## config.mk

```make
export PLATFORM = sky130hd
export DESIGN_NAME = tpsc_cfg_regs
export DESIGN_NICKNAME = d
export VERILOG_FILES = /design/src/pkg/tpsc_pkg.sv /design/src/rtl/tpsc_sync2.sv /design/src/rtl/tpsc_oneshot.sv /design/src/rtl/tpsc_cfg_regs.sv
export SDC_FILE = /design/constraint.sdc
export NUM_CORES = 1
export LEC_CHECK = 0
export ABC_AREA = 1
export BUFFER_PORTS_ARGS = -buffer_cell sky130_fd_sc_hd__buf_2
export CORE_MARGIN = 2
export CORE_UTILIZATION = 50
export DETAILED_ROUTE_END_ITERATION = 10
export GPL_TIMING_DRIVEN = 0
export PLACE_DENSITY = 0.75
export SLEW_MARGIN = 40
export SYNTH_ARGS = -nofsm -noshare
export SYNTH_HDL_FRONTEND = slang
export SYNTH_SLANG_ARGS = --single-unit
```

## constraint.sdc

```tcl
create_clock -name sys_clk -period 2.61 [get_ports sys_clk]
set_input_delay 0.522 -clock sys_clk [delete_from_list [all_inputs] [get_ports sys_clk]]
set_output_delay 0.522 -clock sys_clk [all_outputs]
set_load 0.05 [all_outputs]
```

## src/pkg/tpsc_pkg.sv

```systemverilog
package tpsc_pkg;

    // ----------------------------------------------------------------
    // register offsets on the serial programming port
    // ----------------------------------------------------------------
    localparam logic [7:0] ADDR_CBD = 8'h48;   // balance disable time
    localparam logic [7:0] ADDR_QUICK = 8'h49; // quick response / overshoot
    localparam logic [7:0] ADDR_SHED = 8'h4A;  // deglitch / low pulse
    localparam logic [7:0] ADDR_SCR = 8'h4B;   // customer scratch
    localparam logic [7:0] ADDR_RFPD = 8'h4C;  // ref filter / pull-down
    localparam logic [7:0] ADDR_OCP = 8'h4D;   // per-phase overcurrent

    // value of the global lock register that freezes the bank
    localparam logic [7:0] LOCK_CODE = 8'hA6;

    // ----------------------------------------------------------------
    // reset values and writable bit masks
    // ----------------------------------------------------------------
    localparam logic [7:0] RST_CBD = 8'h0B;
    localparam logic [7:0] RST_QUICK = 8'h5B;
    localparam logic [7:0] RST_SHED = 8'h13;
    localparam logic [7:0] RST_SCR = 8'h00;
    localparam logic [7:0] RST_RFPD = 8'h2A;
    localparam logic [7:0] RST_OCP = 8'h00;
    localparam logic [7:0] MASK_CBD = 8'h0F;
    localparam logic [7:0] MASK_QUICK = 8'hFF;
    localparam logic [7:0] MASK_SHED = 8'h3F;
    localparam logic [7:0] MASK_SCR = 8'hFF;
    localparam logic [7:0] MASK_RFPD = 8'h7F;
    localparam logic [7:0] MASK_OCP = 8'h03;

    // ----------------------------------------------------------------
    // field positions (lsb of each field)
    // ----------------------------------------------------------------
    localparam int QUICK_WIDTH_LSB = 6;
    localparam int QUICK_THR_LSB = 3;
    localparam int AO_THR_LSB = 0;
    localparam int DEG_LSB = 3;
    localparam int LOWP_LSB = 0;
    localparam int RF_LSB = 5;
    localparam int PD_CCM_LSB = 2;
    localparam int PD_DCM_LSB = 0;
    localparam int OCP_ANA_BIT = 1;
    localparam int OCP_FLAG_BIT = 0;

    // quick-response width selector codes
    localparam logic [1:0] QRW_HALF = 2'h0;
    localparam logic [1:0] QRW_07 = 2'h1;
    localparam logic [1:0] QRW_ONE = 2'h2;
    localparam logic [1:0] QRW_TWO = 2'h3;

    // ----------------------------------------------------------------
    // timing
    // ----------------------------------------------------------------
    localparam int CLK_PERIOD_NS = 50;
    localparam int DEG_UNIT_NS = 100;      // deglitch step at code 001
    localparam int LOWP_STEP_NS = 100;     // low pulse step per code
    localparam int DCM_TRI_NS = 40000;     // tri-state before pull-down
    localparam int DEG_UNIT_CYC =
        (DEG_UNIT_NS + CLK_PERIOD_NS - 1) / CLK_PERIOD_NS;
    localparam int LOWP_STEP_CYC =
        (LOWP_STEP_NS + CLK_PERIOD_NS - 1) / CLK_PERIOD_NS;
    localparam int DCM_TRI_CYC =
        (DCM_TRI_NS + CLK_PERIOD_NS - 1) / CLK_PERIOD_NS;

    // deglitch code to cycles: zero, then doubling from one unit
    function automatic logic [7:0] deg_cycles(input logic [2:0] code);
        logic [7:0] base;
        base = 8'(DEG_UNIT_CYC);
        if (code == 3'h0) begin
            deg_cycles = 8'h00;
        end else begin
            deg_cycles = 8'(base << (code - 3'h1));
        end
    endfunction

endpackage

```

## src/rtl/tpsc_sync2.sv

```systemverilog
module tpsc_sync2 #(
    parameter int W = 3
) (
    input wire logic sys_clk,
    input wire logic rst_n,
    input wire logic [W-1:0] async_in,
    output logic [W-1:0] sync_out
);

    // ----------------------------------------------------------------
    // two-stage synchroniser; first stage feeds only the second
    // ----------------------------------------------------------------
    logic [W-1:0] meta_q;  // first stage, read by sync_out only

    // capture comparator levels into the clock domain
    always_ff @(posedge sys_clk or negedge rst_n) begin
        if (!rst_n) begin
            meta_q <= '0;
            sync_out <= '0;
        end else begin
            meta_q <= async_in;
            sync_out <= meta_q;
        end
    end

endmodule

```

## src/rtl/tpsc_oneshot.sv

```systemverilog
module tpsc_oneshot #(
    parameter int LW = 10
) (
    input wire logic sys_clk,
    input wire logic rst_n,
    input wire logic start,
    input wire logic [LW-1:0] len,
    output logic busy_q
);

    // ----------------------------------------------------------------
    // pulse of len cycles, starting the cycle after start
    // ----------------------------------------------------------------
    logic [LW-1:0] cnt_q;  // cycles still to run
    logic [LW-1:0] cnt_d;

    // start reloads, otherwise count down to zero
    assign cnt_d = start ? len :
                   (cnt_q != '0) ? LW'(cnt_q - 1'b1) : '0;

    // counter and busy flag
    always_ff @(posedge sys_clk or negedge rst_n) begin
        if (!rst_n) begin
            cnt_q <= '0;
            busy_q <= 1'b0;
        end else begin
            cnt_q <= cnt_d;
            busy_q <= (cnt_d != '0);
        end
    end

    // a nonzero start always yields a busy pulse next cycle
    chk_oneshot_start: assert property (
        @(posedge sys_clk) disable iff (!rst_n)
        (start && len != '0) |=> busy_q)
        else $error("one-shot did not start");

endmodule

```

## src/rtl/tpsc_cfg_regs.sv

```systemverilog
module tpsc_cfg_regs #(
    parameter int PHASES = 8
) (
    input wire logic sys_clk,
    input wire logic rst_n,
    input wire logic reg_wr_en,
    input wire logic reg_rd_en,
    input wire logic [7:0] reg_addr,
    input wire logic [7:0] reg_wr_data,
    output logic [7:0] reg_rd_data,
    input wire logic [7:0] lock_code,
    input wire logic power_state_input_override,
    input wire logic power_state_input_high,
    input wire logic power_state_input_mid,
    input wire logic quick_response_below_cmp,
    input wire logic ao_above_cmp,
    input wire logic [7:0] nominal_on_time_cycles,
    input wire logic [PHASES-1:0] phase_add,
    input wire logic discontinuous_conduction_mode,
    input wire logic pwm_tristate,
    input wire logic [PHASES-1:0] ocp_flag_raw,
    output logic [PHASES-1:0] hs_force_on,
    output logic [PHASES-1:0] pwm_low_force,
    output logic auto_phase_shedding_active,
    output logic ao_event,
    output logic [3:0] cbd_time_code,
    output logic [2:0] quick_response_threshold_code,
    output logic [2:0] ao_threshold_code,
    output logic [1:0] ref_filter_code,
    output logic [2:0] pd_ccm_code,
    output logic [1:0] pd_dcm_code,
    output logic pd_dcm_on,
    output logic ocp_analog_en,
    output logic ocp_trip
);

    // ----------------------------------------------------------------
    // register storage
    // ----------------------------------------------------------------
    logic [7:0] cbd_q;   // balance disable time
    logic [7:0] quick_q; // quick response / overshoot
    logic [7:0] shed_q;  // deglitch / low pulse
    logic [7:0] scr_q;   // scratch, no function
    logic [7:0] rfpd_q;  // reference filter / pull-down
    logic [7:0] ocp_q;   // overcurrent enables

    // ----------------------------------------------------------------
    // write qualification
    // ----------------------------------------------------------------
    wire unlocked = (lock_code != tpsc_pkg::LOCK_CODE);
    wire pwr_state_ok = power_state_input_high | power_state_input_override;
    wire gated_ok = unlocked & pwr_state_ok;
    wire wr_cbd = reg_wr_en & (reg_addr == tpsc_pkg::ADDR_CBD) &
                  gated_ok;
    wire wr_quick = reg_wr_en & (reg_addr == tpsc_pkg::ADDR_QUICK) &
                    unlocked;
    wire wr_shed = reg_wr_en & (reg_addr == tpsc_pkg::ADDR_SHED) &
                   gated_ok;
    wire wr_scr = reg_wr_en & (reg_addr == tpsc_pkg::ADDR_SCR) &
                  unlocked;
    wire wr_rfpd = reg_wr_en & (reg_addr == tpsc_pkg::ADDR_RFPD) &
                   unlocked;
    wire wr_ocp = reg_wr_en & (reg_addr == tpsc_pkg::ADDR_OCP) &
                  unlocked;

    // register writes, reserved bits held at zero
    always_ff @(posedge sys_clk or negedge rst_n) begin
        if (!rst_n) begin
            cbd_q <= tpsc_pkg::RST_CBD;
            quick_q <= tpsc_pkg::RST_QUICK;
            shed_q <= tpsc_pkg::RST_SHED;
            scr_q <= tpsc_pkg::RST_SCR;
            rfpd_q <= tpsc_pkg::RST_RFPD;
            ocp_q <= tpsc_pkg::RST_OCP;
        end else begin
            if (wr_cbd) begin
                cbd_q <= reg_wr_data & tpsc_pkg::MASK_CBD;
            end
            if (wr_quick) begin
                quick_q <= reg_wr_data & tpsc_pkg::MASK_QUICK;
            end
            if (wr_shed) begin
                shed_q <= reg_wr_data & tpsc_pkg::MASK_SHED;
            end
            if (wr_scr) begin
                scr_q <= reg_wr_data & tpsc_pkg::MASK_SCR;
            end
            if (wr_rfpd) begin
                rfpd_q <= reg_wr_data & tpsc_pkg::MASK_RFPD;
            end
            if (wr_ocp) begin
                ocp_q <= reg_wr_data & tpsc_pkg::MASK_OCP;
            end
        end
    end

    // ----------------------------------------------------------------
    // read port: registered, unmapped offsets read zero
    // ----------------------------------------------------------------
    logic [7:0] rd_mux;
    assign rd_mux = (reg_addr == tpsc_pkg::ADDR_CBD) ? cbd_q :
                    (reg_addr == tpsc_pkg::ADDR_QUICK) ? quick_q :
                    (reg_addr == tpsc_pkg::ADDR_SHED) ? shed_q :
                    (reg_addr == tpsc_pkg::ADDR_SCR) ? scr_q :
                    (reg_addr == tpsc_pkg::ADDR_RFPD) ? rfpd_q :
                    (reg_addr == tpsc_pkg::ADDR_OCP) ? ocp_q : 8'h00;

    // read data updates only on a read strobe
    always_ff @(posedge sys_clk or negedge rst_n) begin
        if (!rst_n) begin
            reg_rd_data <= 8'h00;
        end else if (reg_rd_en) begin
            reg_rd_data <= rd_mux;
        end
    end

    // ----------------------------------------------------------------
    // field codes to the analog side, straight from storage
    // ----------------------------------------------------------------
    assign cbd_time_code = cbd_q[3:0];
    assign quick_response_threshold_code =
        quick_q[tpsc_pkg::QUICK_THR_LSB +: 3];
    assign ao_threshold_code = quick_q[tpsc_pkg::AO_THR_LSB +: 3];
    assign ref_filter_code = rfpd_q[tpsc_pkg::RF_LSB +: 2];
    assign pd_ccm_code = rfpd_q[tpsc_pkg::PD_CCM_LSB +: 3];
    assign pd_dcm_code = rfpd_q[tpsc_pkg::PD_DCM_LSB +: 2];
    assign ocp_analog_en = ocp_q[tpsc_pkg::OCP_ANA_BIT];

    // ----------------------------------------------------------------
    // comparator synchronisation
    // ----------------------------------------------------------------
    logic [2:0] cmp_s;  // {mid, overshoot, quick response}
    tpsc_sync2 #(.W(3)) u_sync (
        .sys_clk(sys_clk),
        .rst_n(rst_n),
        .async_in({power_state_input_mid, ao_above_cmp,
                   quick_response_below_cmp}),
        .sync_out(cmp_s)
    );
    wire quick_s = cmp_s[0];
    wire ao_s = cmp_s[1];
    wire mid_s = cmp_s[2];

    // ----------------------------------------------------------------
    // quick-response pulse across all phases
    // ----------------------------------------------------------------
    logic quick_prev_q;   // last synchronised level, for edge detect
    logic quick_busy;     // one-shot output
    wire quick_start = quick_s & ~quick_prev_q;
    wire [11:0] ontime_w = {4'h0, nominal_on_time_cycles};
    wire [11:0] ontime_x7 = 12'(ontime_w * 12'h007);
    wire [1:0] quick_sel = quick_q[tpsc_pkg::QUICK_WIDTH_LSB +: 2];
    logic [9:0] quick_len;
    assign quick_len =
        (quick_sel == tpsc_pkg::QRW_HALF) ? 10'(ontime_w >> 1) :
        (quick_sel == tpsc_pkg::QRW_07) ? 10'(ontime_x7 / 12'h00A) :
        (quick_sel == tpsc_pkg::QRW_ONE) ? 10'(ontime_w) :
        10'(ontime_w << 1);

    tpsc_oneshot #(.LW(10)) u_quick (
        .sys_clk(sys_clk),
        .rst_n(rst_n),
        .start(quick_start),
        .len(quick_len),
        .busy_q(quick_busy)
    );

    // edge memory and overshoot event level
    always_ff @(posedge sys_clk or negedge rst_n) begin
        if (!rst_n) begin
            quick_prev_q <= 1'b0;
            ao_event <= 1'b0;
        end else begin
            quick_prev_q <= quick_s;
            ao_event <= ao_s;
        end
    end
    assign hs_force_on = {PHASES{quick_busy}};

    // ----------------------------------------------------------------
    // shedding entry deglitch
    // ----------------------------------------------------------------
    logic [7:0] mid_cnt_q;  // cycles the middle level has been held
    wire [7:0] deg_lim = tpsc_pkg::deg_cycles(
        shed_q[tpsc_pkg::DEG_LSB +: 3]);
    wire shed_act_d = mid_s & (auto_phase_shedding_active |
                               (mid_cnt_q >= deg_lim));

    // counter saturates; any departure from middle restarts it
    always_ff @(posedge sys_clk or negedge rst_n) begin
        if (!rst_n) begin
            mid_cnt_q <= 8'h00;
            auto_phase_shedding_active <= 1'b0;
        end else begin
            mid_cnt_q <= !mid_s ? 8'h00 :
                         (mid_cnt_q == 8'hFF) ? mid_cnt_q :
                         8'(mid_cnt_q + 8'h01);
            auto_phase_shedding_active <= shed_act_d;
        end
    end

    // ----------------------------------------------------------------
    // low pulse for each phase added while shedding is active
    // ----------------------------------------------------------------
    wire [9:0] lowp_len = 10'(shed_q[tpsc_pkg::LOWP_LSB +: 3] *
                              tpsc_pkg::LOWP_STEP_CYC);
    genvar gi;
    generate
        for (gi = 0; gi < PHASES; gi = gi + 1) begin : g_lowp
            tpsc_oneshot #(.LW(10)) u_lowp (
                .sys_clk(sys_clk),
                .rst_n(rst_n),
                .start(phase_add[gi] & auto_phase_shedding_active),
                .len(lowp_len),
                .busy_q(pwm_low_force[gi])
            );
        end
    endgenerate

    // ----------------------------------------------------------------
    // discontinuous pull-down timer and overcurrent flag
    // ----------------------------------------------------------------
    localparam logic [9:0] DCM_LIM = 10'(tpsc_pkg::DCM_TRI_CYC);
    logic [9:0] tri_cnt_q;  // cycles of tri-state in discontinuous mode
    wire tri_on = discontinuous_conduction_mode & pwm_tristate;
    wire [9:0] tri_cnt_d = !tri_on ? 10'h000 :
                           (tri_cnt_q == DCM_LIM) ? tri_cnt_q :
                           10'(tri_cnt_q + 10'h001);
    wire flag_en = ocp_q[tpsc_pkg::OCP_FLAG_BIT];

    // pull-down applies once tri-state outlasts the limit
    always_ff @(posedge sys_clk or negedge rst_n) begin
        if (!rst_n) begin
            tri_cnt_q <= 10'h000;
            pd_dcm_on <= 1'b0;
            ocp_trip <= 1'b0;
        end else begin
            tri_cnt_q <= tri_cnt_d;
            pd_dcm_on <= tri_on & (tri_cnt_d == DCM_LIM);
            ocp_trip <= flag_en & (|ocp_flag_raw);
        end
    end

    // ----------------------------------------------------------------
    // checks
    // ----------------------------------------------------------------
    chk_cbd_write_gate: assert property (
        @(posedge sys_clk) disable iff (!rst_n)
        (reg_wr_en && reg_addr == tpsc_pkg::ADDR_CBD && !gated_ok)
        |=> $stable(cbd_q))
        else $error("balance time changed while gated");
    chk_quick_lock_hold: assert property (
        @(posedge sys_clk) disable iff (!rst_n)
        (reg_wr_en && reg_addr == tpsc_pkg::ADDR_QUICK && !unlocked)
        |=> $stable(quick_q))
        else $error("quick response register written while locked");
    chk_shed_write_gate: assert property (
        @(posedge sys_clk) disable iff (!rst_n)
        (reg_wr_en && reg_addr == tpsc_pkg::ADDR_SHED && gated_ok)
        |=> shed_q == ($past(reg_wr_data) & tpsc_pkg::MASK_SHED))
        else $error("shedding register missed an allowed write");
    chk_scratch_lock: assert property (
        @(posedge sys_clk) disable iff (!rst_n)
        (reg_wr_en && reg_addr == tpsc_pkg::ADDR_SCR && !unlocked)
        |=> $stable(scr_q))
        else $error("scratch written while locked");
    chk_rfpd_ocp_lock: assert property (
        @(posedge sys_clk) disable iff (!rst_n)
        (reg_wr_en && !unlocked) |=> ($stable(rfpd_q) && $stable(ocp_q)))
        else $error("filter or overcurrent register written while locked");
    chk_quick_force_all: assert property (
        @(posedge sys_clk) disable iff (!rst_n)
        (quick_start && quick_len != 10'h000) |=>
        hs_force_on == {PHASES{1'b1}})
        else $error("quick response did not force all high sides");
    chk_shed_after_mid: assert property (
        @(posedge sys_clk) disable iff (!rst_n)
        $rose(auto_phase_shedding_active) |->
        $past(mid_s) && ($past(mid_cnt_q) >= $past(deg_lim)))
        else $error("shedding entered before deglitch time");
    chk_dcm_pd_wait: assert property (
        @(posedge sys_clk) disable iff (!rst_n)
        pd_dcm_on |-> tri_cnt_q == DCM_LIM)
        else $error("discontinuous pull-down applied too early");

endmodule

```

==> results of run 1 <==
cells in the final DEF (no fill, tap or decap), types with 4 or more instances in the layout:
| master | netlist | routed |
|---|---|---|
| nor4_1 | 21 | 18 |
| nand2_1 | 221 | 207 |
| inv_6 | 0 | 5 |
| ha_1 | 32 | 27 |
| buf_4 | 22 | 49 |
| inv_2 | 9 | 9 |
| ha_4 | 0 | 4 |
| nand3b_1 | 4 | 4 |
| inv_1 | 135 | 134 |
| o21ai_4 | 1 | 5 |
| dfrtp_1 | 157 | 157 |
| clkbuf_16 | 0 | 17 |
| nand3_1 | 54 | 48 |
| buf_2 | 0 | 99 |
| o21ai_0 | 71 | 70 |
| nor2_1 | 137 | 136 |
| xnor2_1 | 14 | 14 |
| o22ai_1 | 18 | 18 |
| clkbuf_1 | 5 | 4 |
| a22oi_1 | 4 | 4 |
| a21oi_1 | 23 | 23 |
| xor2_1 | 57 | 57 |
| a221oi_1 | 4 | 4 |
| nand2_4 | 16 | 24 |
| nand3_4 | 0 | 7 |
| nor2_2 | 3 | 4 |
| or2_2 | 5 | 5 |
| o211ai_1 | 5 | 5 |
| fa_1 | 8 | 7 |
| nor3_1 | 39 | 38 |
| nand2_2 | 14 | 20 |
| nand4_1 | 9 | 9 |
| nand3_2 | 12 | 11 |
| buf_6 | 0 | 5 |
| dfstp_2 | 14 | 14 |
timing repair:
action / in CTS / in global routing
buffers inserted: 11 / 19
pin swaps: 8 / 24
resized for setup: 25 / 33
endpoints found under the setup margin: 18 / 24
metrics by stage:
step	TNS [ns]	hold WS, ns
after global routing	-9.78	0.00798
final	-8.15	-0.00448
after global placement	-287.99	0.335
after floorplan	-7.11	0.226
after CTS	-7.35	0.00318
after detailed placement	-22.94	0.340
cells by family after synthesis:
family | after synthesis | share of synthesized area
adders and majority gates | 40 | 0.0578
DFF | 171 | 0.443
xor gates and xnor gates | 71 | 0.0642
buffers and inverters | 177 | 0.0776
and+or+nand+nor | 539 | 0.257
AOI/OAI and AO/OA | 158 | 0.0996
registers in the layout, indices dropped and copies added, names as in the netlist:
register	flops
cbd_q	4
rfpd_q	7
g_lowp.u_lowp.busy_q	8
tri_cnt_q	10
auto_phase_shedding_active	1
shed_q	6
u_sync.meta_q	3
ao_event	1
quick_prev_q	1
mid_cnt_q	8
u_sync.sync_out	3
reg_rd_data	8
u_quick.busy_q	1
ocp_q	2
scr_q	8
u_quick.cnt_q	10
pd_dcm_on	1
ocp_trip	1
quick_q	8
g_lowp.u_lowp.cnt_q	80
how the worst max path moves through the flow:
stage	startpoint	endpoint	slack [ns]	depth (start not counted)
after detailed placement	nominal_on_time_cycles[6]	u_quick.busy_q	-2.04	39
after CTS	nominal_on_time_cycles[0]	u_quick.busy_q	-1.49	36
after global placement	nominal_on_time_cycles[6]	u_quick.busy_q	-1.97	39
after floorplan	nominal_on_time_cycles[0]	u_quick.busy_q	-1.46	35
final	nominal_on_time_cycles[0]	u_quick.busy_q	-1.60	35
after global routing	nominal_on_time_cycles[3]	u_quick.busy_q	-1.81	39
power by group through the flow:
stage               clock network [mW]  logic [mW]  registers, mW
finish                            2.51        6.41           3.90
global route                      2.70        7.17           4.00
CTS                               2.56        6.02           3.88
detailed placement                   0        5.69           3.91
global placement                     0        5.51           3.89
floorplan                            0        4.63           3.85
worst max-delay path: cells and delay by family:
| family | cells | cell delay (ns) |
|---|---|---|
| simple gates | 22 | 1.76 |
| fa+ha+maj | 3 | 1.05 |
| buf+inv | 8 | 0.94 |
| compound gates | 2 | 0.24 |
routing by layer:
metal | up-vias | wire length, um
met1 | 3829 | 9650
met2 | 169 | 10600
met5 | - | 0
met4 | 0 | 340
met3 | 30 | 1030
li1 | 4083 | -
layout make-up:
cell class | instances | area share
flip-flops and latches | 171 | 0.364
well taps | 260 | 0.0276
clock inverters | 15 | 0.0138
repair buffers | 136 | 0.0729
clock buffers | 17 | 0.0361
inverters | 149 | 0.0483
multi-input cells | 808 | 0.421
plain buffers | 27 | 0.0156
==> flow_summary_export.csv, run 1 <==
group,metric,value,unit
power_and_ir_drop,total_power,12.8,mW
grt,grt-busiest-layer,"met2",
power_and_ir_drop,swShare,0.426,
floorplanning,ios,105,
finish,fin_area,0.0118,mm2
sta,fin_hold_ws,-0.00448,ns
finish,fillers,1569,
hold_path,hp-class,"primary input to asynchronous set/reset pin",
critical_path,start_kind,"primary input",
synth,avgSynthCellArea,8.38,um2
grt,track_usage,0.219,
synth,syn_inst,1156,
placed_design,gp_congestion,0.886,
sta,slew_headroom,0.496,
finish,final-seq-area,0.00430,mm2
power_and_ir_drop,power.internal,7.36,mW
finish,drive_gt1_frac,0.236,
route,ant_nets,0,
placed_design,numPortBuffers,104,
clock_network,cts.htree.levels,4,
critical_path,max_stage_delay,0.47,ns
synth,ys_types,50,
sta,finalHoldViolCount,4,
placed_design,dpl_worst_slack,-2.04,ns
synth,synth_top_area_cell,"dfrtp_1",
grt,use_met2,0.359,
clock_network,cts_tree,"done",
floorplanning,die_y,143,um
outcome,violations,"negative hold slack, negative setup slack",
synth,ys_warn_count,0,
power_and_ir_drop,p_switching,5.46,mW
sta,finalSetupViolations,8,
placed_design,place_area,0.0107,mm2
power_and_ir_drop,p_comb_frac,0.500,
finish,syn2layout_area_growth,21.7,%
clock_network,clock_path_buffers,2,
finish,utilization,0.626,
synth,yosys-top-cells-area,"dfrtp_1, nand2_1, nor2_1, inv_1, xor2_1",
synth,synth_top_area_frac,0.405,
clock_network,ctsHoldBuffers,0,
route,drt_first_pass_iters,5,
critical_path,crit_path_end_kind,"flop",
route,num_vias,8111,
floorplanning,die_area,0.0205,mm2
clock_network,root_buffer,"clkbuf_16",
sta,fin_crit_sh,1.61,
route,remaining_drc_errors,0,
sta,finClkSkew,0.00644,ns
critical_path,cpMostUsedCell,"nand2_1",
finish,fin_nets,1409,
power_and_ir_drop,peakVddDrop,0.508,mV
sta,worstMarginPinSlew,0.748,ns
finish,multi_input_area,0.00497,mm2
sta,max_clock_freq,0.238,GHz
sta,slew_viol_final,0,
grt,grt_pass1_vias,7713,
route,totalWireLength,21600,um
critical_path,cp_max_fo,5,
power_and_ir_drop,p_clk_frac,0.196,
synth,ys_ff_latch,171,
grt,overflow,0,
grt,grt.met3_usage,0.0523,
grt,met1_usage,0.293,
placed_design,dp.cells,1522,
placed_design,post-dp-hpwl,15700,um
synth,synth_nets,1255,
synth,synth_edf_count,0,
sta,final.min_clock_period,4.21,ns
critical_path,rrSetupSlack,-0.66,ns
floorplanning,rows,50,
clock_network,clock-sinks,171,
critical_path,ff2ff_path_depth,18,
critical_path,r2r_start,"u_quick.cnt_q[0]",
floorplanning,initial_utilization,0.515,
critical_path,r2r-end,"u_quick.busy_q",
power_and_ir_drop,p_per_area,1090,mW/mm2
critical_path,required,2.91,ns
synth,seq_area_frac_synth,0.443,
route,avgRoutedWirePerCell,13.6,um
power_and_ir_drop,seqPwrFrac,0.304,
synth,ys.flop_type,"dfrtp_1",
route,drt-initial-drc-count,499,
route,viasPerCell,5.12,
synth,synth-async-reset-ratio,1.00,
grt,grt_start_max_net_pins,64,
critical_path,criticalPathCategory,"primary input to flop",
sta,setup_slack,-1.60,ns
grt,grt_pass1_wl,36100,um
outcome,status,"finished with violations",
sta,rsz0062_at_grt,"yes",
synth,synthesis.area,0.00969,mm2
clock_network,clk_latency,0.42,ns
floorplanning,fp.dieW,143,um
clock_network,clkTransAtPathRegs,0.07,ns
grt,antenna_found_initial,0,
power_and_ir_drop,p_leak,5.63,nW
synth,ys_top_cells_by_count,"nand2_1, dfrtp_1, nor2_1",
flow_run,drv_cap,0,
synth,yosysMostFrequentCell,"nand2_1",
floorplanning,core,0.0188,mm2
finish,layout.cells.non_filler,1583,
finish,diodes,0,
clock_network,numCtsBuffers,17,
critical_path,arrival,4.51,ns
critical_path,crit_slowest_cell,"fa_1",
Note: power is estimated with default switching activity, not from simulation.
==> run 2, diff against run 1 <==
ABC_CLOCK_PERIOD_IN_PS = 2610   (was not set)
MAX_ROUTING_LAYER = met4   (was not set)
==> flow_summary_export.csv, run 2 (synthesized netlist as in run 1, its figures left out) <==
group,metric,value,unit
finish,largest_register_ffs,80,
floorplanning,core,0.0188,mm2
sta,slew_viol_final,0,
flow_run,drv_cap,0,
grt,track_usage,0.225,
finish,regMostFlops,"g_lowp.u_lowp.cnt_q",
power_and_ir_drop,peakVddDrop,0.507,mV
hold_path,hp-class,"primary input to asynchronous set/reset pin",
sta,fin_tns_setup,-8.16,ns
sta,fin_hold_ws,-0.00473,ns
route,viasPerCell,5.15,
sta,finalSetupViolations,8,
placed_design,post-dp-hpwl,15700,um
sta,final.min_clock_period,4.21,ns
critical_path,criticalPathCategory,"primary input to flop",
critical_path,max_stage_delay,0.47,ns
grt,antenna_found_initial,0,
finish,diodes,0,
clock_network,clock-sinks,171,
grt,grt_start_max_net_pins,64,
sta,fin_crit_sh,1.61,
sta,worstMarginPinSlew,0.748,ns
grt,grt_pass1_wl,36000,um
finish,syn2layout_area_growth,21.7,%
power_and_ir_drop,seqPwrFrac,0.304,
sta,slew_headroom,0.496,
power_and_ir_drop,p_per_area,1090,mW/mm2
sta,setup_slack,-1.60,ns
outcome,violations,"negative hold slack, negative setup slack",
outcome,status,"finished with violations",
critical_path,cp_top_family,"simple AND/OR/NAND/NOR gates",
sta,max_clock_freq,0.238,GHz
clock_network,clkTransAtPathRegs,0.07,ns
grt,grt_pass1_vias,7709,
route,totalWireLength,21600,um
finish,drive_gt1_frac,0.236,
critical_path,cp_max_fo,5,
power_and_ir_drop,swShare,0.426,
placed_design,gp_congestion,0.901,
sta,finalHoldViolCount,4,
finish,fin_area,0.0118,mm2
critical_path,cp_num_cells,35,
placed_design,place_area,0.0107,mm2
route,dr_wl_met3,1010,um
clock_network,ctsHoldBuffers,0,
critical_path,arrival,4.51,ns
route,drt-initial-drc-count,502,
critical_path,start_kind,"primary input",
finish,utilization,0.626,
finish,layout_commonest_cell,"nand2_1",
finish,final_cell_mix,"nand2_1, dfrtp_1, nor2_1, inv_1, buf_2",
floorplanning,rows,50,
route,ant_nets,0,
clock_network,numCtsBuffers,17,
placed_design,dpl_worst_slack,-2.04,ns
floorplanning,fp.dieW,143,um
route,wl_met1,9720,um
power_and_ir_drop,p_comb_frac,0.500,
critical_path,crit_path_end_kind,"flop",
sta,finClkSkew,0.00801,ns
route,drt_first_pass_iters,5,
clock_network,cts_tree,"done",
route,avgRoutedWirePerCell,13.7,um
power_and_ir_drop,power.internal,7.36,mW
clock_network,clk_latency,0.42,ns
route,num_vias,8147,
route,highest_layer,"met4",
finish,top_regs,"g_lowp.u_lowp.cnt_q: 80 flops, tri_cnt_q: 10 flops, u_quick.cnt_q: 10 flops",
clock_network,cts.htree.levels,4,
route,remaining_drc_errors,0,
finish,fin_nets,1409,
floorplanning,initial_utilization,0.515,
power_and_ir_drop,p_switching,5.46,mW
grt,overflow,0,
route,dr_wl_met2,10500,um
placed_design,numPortBuffers,104,
power_and_ir_drop,p_leak,5.63,nW
sta,rsz0062_at_grt,"yes",
critical_path,required,2.91,ns
critical_path,crit_slowest_cell,"fa_1",
floorplanning,die_y,143,um
power_and_ir_drop,p_clk_frac,0.196,
clock_network,clock_path_buffers,2,
critical_path,cpMostUsedCell,"nand2_1",
critical_path,worst-path-buf-inv,8,
clock_network,root_buffer,"clkbuf_16",
floorplanning,die_area,0.0205,mm2
critical_path,ff2ff_path_depth,18,
floorplanning,ios,105,
==> run 2: power by group through the flow <==
stage	registers [mW]	clock network, mW	logic (mW)
final	3.90	2.51	6.41
after global placement	3.89	0	5.51
after floorplan	3.85	0	4.63
after detailed placement	3.91	0	5.69
after CTS	3.88	2.56	6.02
after global routing	4.00	2.69	7.17
==> run 2: cell type report <==
| class | instances | area (um2) |
|---|---|---|
| Sequential cell | 171 | 4300 |
| Tap cell | 260 | 325 |
| Inverter | 149 | 569 |
| Clock buffer | 17 | 425 |
| Buffer | 27 | 184 |
| Clock inverter | 15 | 163 |
| Fill cell | 1569 | 7040 |
| Timing Repair Buffer | 136 | 860 |
| Multi-Input combinational cell | 808 | 4970 |
==> run 2: layer usage <==
metal / vias up / global-route usage
met2: 176 / 0.358
li1: 4081 / -
met3: 32 / 0.0500
met4: 0 / 0.0635
met1: 3858 / 0.294
met5: - / -
==> run 2: worst paths after layout <==
check	start	to	slack, ns
worst min-delay path	rst_n	g_lowp[5].u_lowp.busy_q	-0.005
worst min register to register	u_sync.meta_q[2]	u_sync.sync_out[2]	0.35
worst max register to register	u_quick.cnt_q[0]	u_quick.busy_q	-0.65
min in group sys_clk	power_state_input_mid	u_sync.meta_q[2]	0.20
worst max-delay path	nominal_on_time_cycles[0]	u_quick.busy_q	-1.60
max in group asynchronous	rst_n	shed_q[4]	1.93
==> run 2: stage by stage <==
step           cells  power (mW)  hold slack, ns
2_1_floorplan   1156        8.48           0.226
3_5_place_dp    1522        9.59           0.340
6_report        1583        12.8        -0.00473
4_1_cts         1564        12.5         0.00318
3_3_place_gp    1520        9.40           0.335
5_1_grt         1583        13.9         0.00928
==> run 2: timing repair <==
| item | in CTS | in global routing |
|---|---|---|
| setup buffers | 11 | 19 |
| pin swaps | 8 | 24 |
| setup endpoints to repair | 18 | 24 |
| gates resized for setup | 25 | 33 |
==> run 2: worst reg2reg max path, cell delays in order, from the launching register on <==
cell	delay [ns]
dfrtp_1	0.36
inv_1	0.10
ha_1	0.19
nand2_1	0.10
nor2_1	0.09
nand2_1	0.08
nor3_1	0.26
nand2_1	0.09
o21ai_0	0.30
inv_1	0.23
nand2_1	0.13
o21ai_0	0.12
or2_2	0.31
nor4_1	0.28
nand2_1	0.11
nor2_1	0.11
nand3_1	0.09
nor2_2	0.12
nand3_1	0.08
==> run 3, diff against run 2 <==
CORE_ASPECT_RATIO = 1.4   (was not set)
==> flow_summary_export.csv, run 3 (synthesized netlist as in run 1, its figures left out) <==
group,metric,value,unit
critical_path,worst-path-buf-inv,3,
grt,grt_pass1_wl,35900,um
power_and_ir_drop,peakVddDrop,0.481,mV
floorplanning,die_y,169,um
clock_network,clock-sinks,171,
floorplanning,ios,105,
floorplanning,core,0.0191,mm2
finish,fin_nets,1403,
grt,met1_usage,0.251,
finish,fin_area,0.0118,mm2
critical_path,required,2.91,ns
placed_design,gp_congestion,0.849,
grt,grt_start_max_net_pins,75,
clock_network,cts.htree.levels,4,
floorplanning,fp.dieW,122,um
placed_design,dpl_worst_slack,-2.06,ns
route,drt-initial-drc-count,449,
clock_network,numCtsBuffers,17,
sta,slew_headroom,0.500,
critical_path,cp_top_family,"simple AND/OR/NAND/NOR gates",
power_and_ir_drop,p_per_area,1100,mW/mm2
sta,worstMarginPinSlew,0.742,ns
placed_design,place_area,0.0107,mm2
clock_network,root_buffer,"clkbuf_16",
sta,fin_hold_ws,0.201,ns
power_and_ir_drop,total_power,12.9,mW
finish,top_regs,"g_lowp.u_lowp.cnt_q: 80 flops, tri_cnt_q: 10 flops, u_quick.cnt_q: 10 flops",
outcome,status,"finished with violations",
finish,diodes,0,
grt,grt.met3_usage,0.0559,
sta,fin_tns_setup,-8.92,ns
hold_path,hp-class,"primary input to flop",
clock_network,clk_latency,0.43,ns
critical_path,rrSetupSlack,-0.70,ns
grt,use_met2,0.383,
finish,layout_commonest_cell,"nand2_1",
sta,rsz0062_at_grt,"yes",
finish,largest_register_ffs,80,
finish,syn2layout_area_growth,21.8,%
critical_path,cp_num_cells,40,
critical_path,crit_path_end_kind,"flop",
floorplanning,initial_utilization,0.506,
sta,finalHoldViolCount,0,
route,drt_first_pass_iters,5,
placed_design,numPortBuffers,104,
outcome,violations,"negative setup slack",
sta,fin_crit_sh,1.65,
route,num_vias,8200,
grt,grt_pass1_vias,8252,
route,remaining_drc_errors,0,
finish,final_cell_mix,"nand2_1, dfrtp_1, nor2_1, inv_1, buf_2",
critical_path,crit_slowest_cell,"fa_1",
flow_run,drv_cap,0,
floorplanning,rows,60,
placed_design,post-dp-hpwl,15800,um
clock_network,clkTransAtPathRegs,0.06,ns
grt,overflow,0,
floorplanning,die_area,0.0205,mm2
finish,drive_gt1_frac,0.238,
critical_path,start_kind,"primary input",
route,avgRoutedWirePerCell,14.1,um
critical_path,cp_max_fo,4,
hold_path,hold_path_depth,1,
grt,track_usage,0.223,
clock_network,clock_path_buffers,2,
critical_path,ff2ff_path_depth,18,
route,totalWireLength,22000,um
sta,slew_viol_final,0,
clock_network,cts_tree,"done",
grt,antenna_found_initial,0,
critical_path,arrival,4.61,ns
finish,multi_input_area,0.00508,mm2
finish,fillers,1588,
route,viasPerCell,5.24,
finish,regMostFlops,"g_lowp.u_lowp.cnt_q",
critical_path,max_stage_delay,0.47,ns
route,ant_nets,0,
grt,grt-busiest-layer,"met2",
sta,finClkSkew,0.00668,ns
power_and_ir_drop,p_leak,5.58,nW
sta,finalSetupViolations,8,
sta,max_clock_freq,0.232,GHz
sta,final.min_clock_period,4.31,ns
critical_path,criticalPathCategory,"primary input to flop",
finish,final-seq-area,0.00430,mm2
sta,setup_slack,-1.70,ns
critical_path,cpMostUsedCell,"nand2_4",
==> run 3: cell types whose count changed in the layout (fill, tap and decap cells not counted), moves of 2 or more <==
cell and delta:
nand3_2 +3, clkbuf_8 +2, inv_6 -4, clkinv_2 -2, buf_4 -3, buf_6 -3
clkbuf_1 +4, nand2_1 -3, nand3_4 +3, clkinvlp_4 +3, nand3_1 -6, nand2_4 +3
buf_2 -2
==> run 3: report_power, final <==
part,internal (mW),switching [mW],total [mW],leakage [nW]
Sequential,3.39,0.506,3.89,2.17
Combinational,2.65,4.03,6.68,3.16
Clock,1.37,1.01,2.37,0.256
Total,7.40,5.54,12.9,5.58
==> run 3: metrics by stage <==
stage | cells | util
2_1_floorplan | 1156 | -
3_3_place_gp | 1508 | 0.552
3_5_place_dp | 1510 | 0.557
4_1_cts | 1556 | 0.600
5_1_grt | 1565 | 0.616
6_report | 1565 | 0.616
==> run 3: layer usage <==
layer / vias up / wire length [um]
li1: 4063 / -
met1: 3922 / 8930
met2: 176 / 11500
met3: 39 / 1090
met4: 0 / 493
met5: - / 0
==> run 3: final cells by class <==
cell class | count | share of cell area
multi-input combinational | 808 | 0.430
inverter | 149 | 0.0482
sequential | 171 | 0.364
clock buffer | 23 | 0.0397
buffer | 27 | 0.0156
timing repair buffer | 130 | 0.0683
clock inverter | 9 | 0.00763
tap | 248 | 0.0263
==> run 3: final timing paths <==
kind / from / endpoint
max in group asynchronous: rst_n / rfpd_q[5]
setup / recovery: nominal_on_time_cycles[0] / u_quick.busy_q
hold reg to reg: u_sync.meta_q[2] / u_sync.sync_out[2]
hold / removal: ao_above_cmp / u_sync.meta_q[1]
setup reg to reg: u_quick.cnt_q[0] / u_quick.busy_q
min in group asynchronous: rst_n / g_lowp[7].u_lowp.cnt_q[8]
==> run 3: what timing repair did <==
action                                  CTS  global route
endpoints found under the setup margin   31            36
gates resized for setup                  30            52
hold buffers                              1             0
pin swaps                                12             8
endpoints found under the hold margin    41             0
setup buffers                            15             9
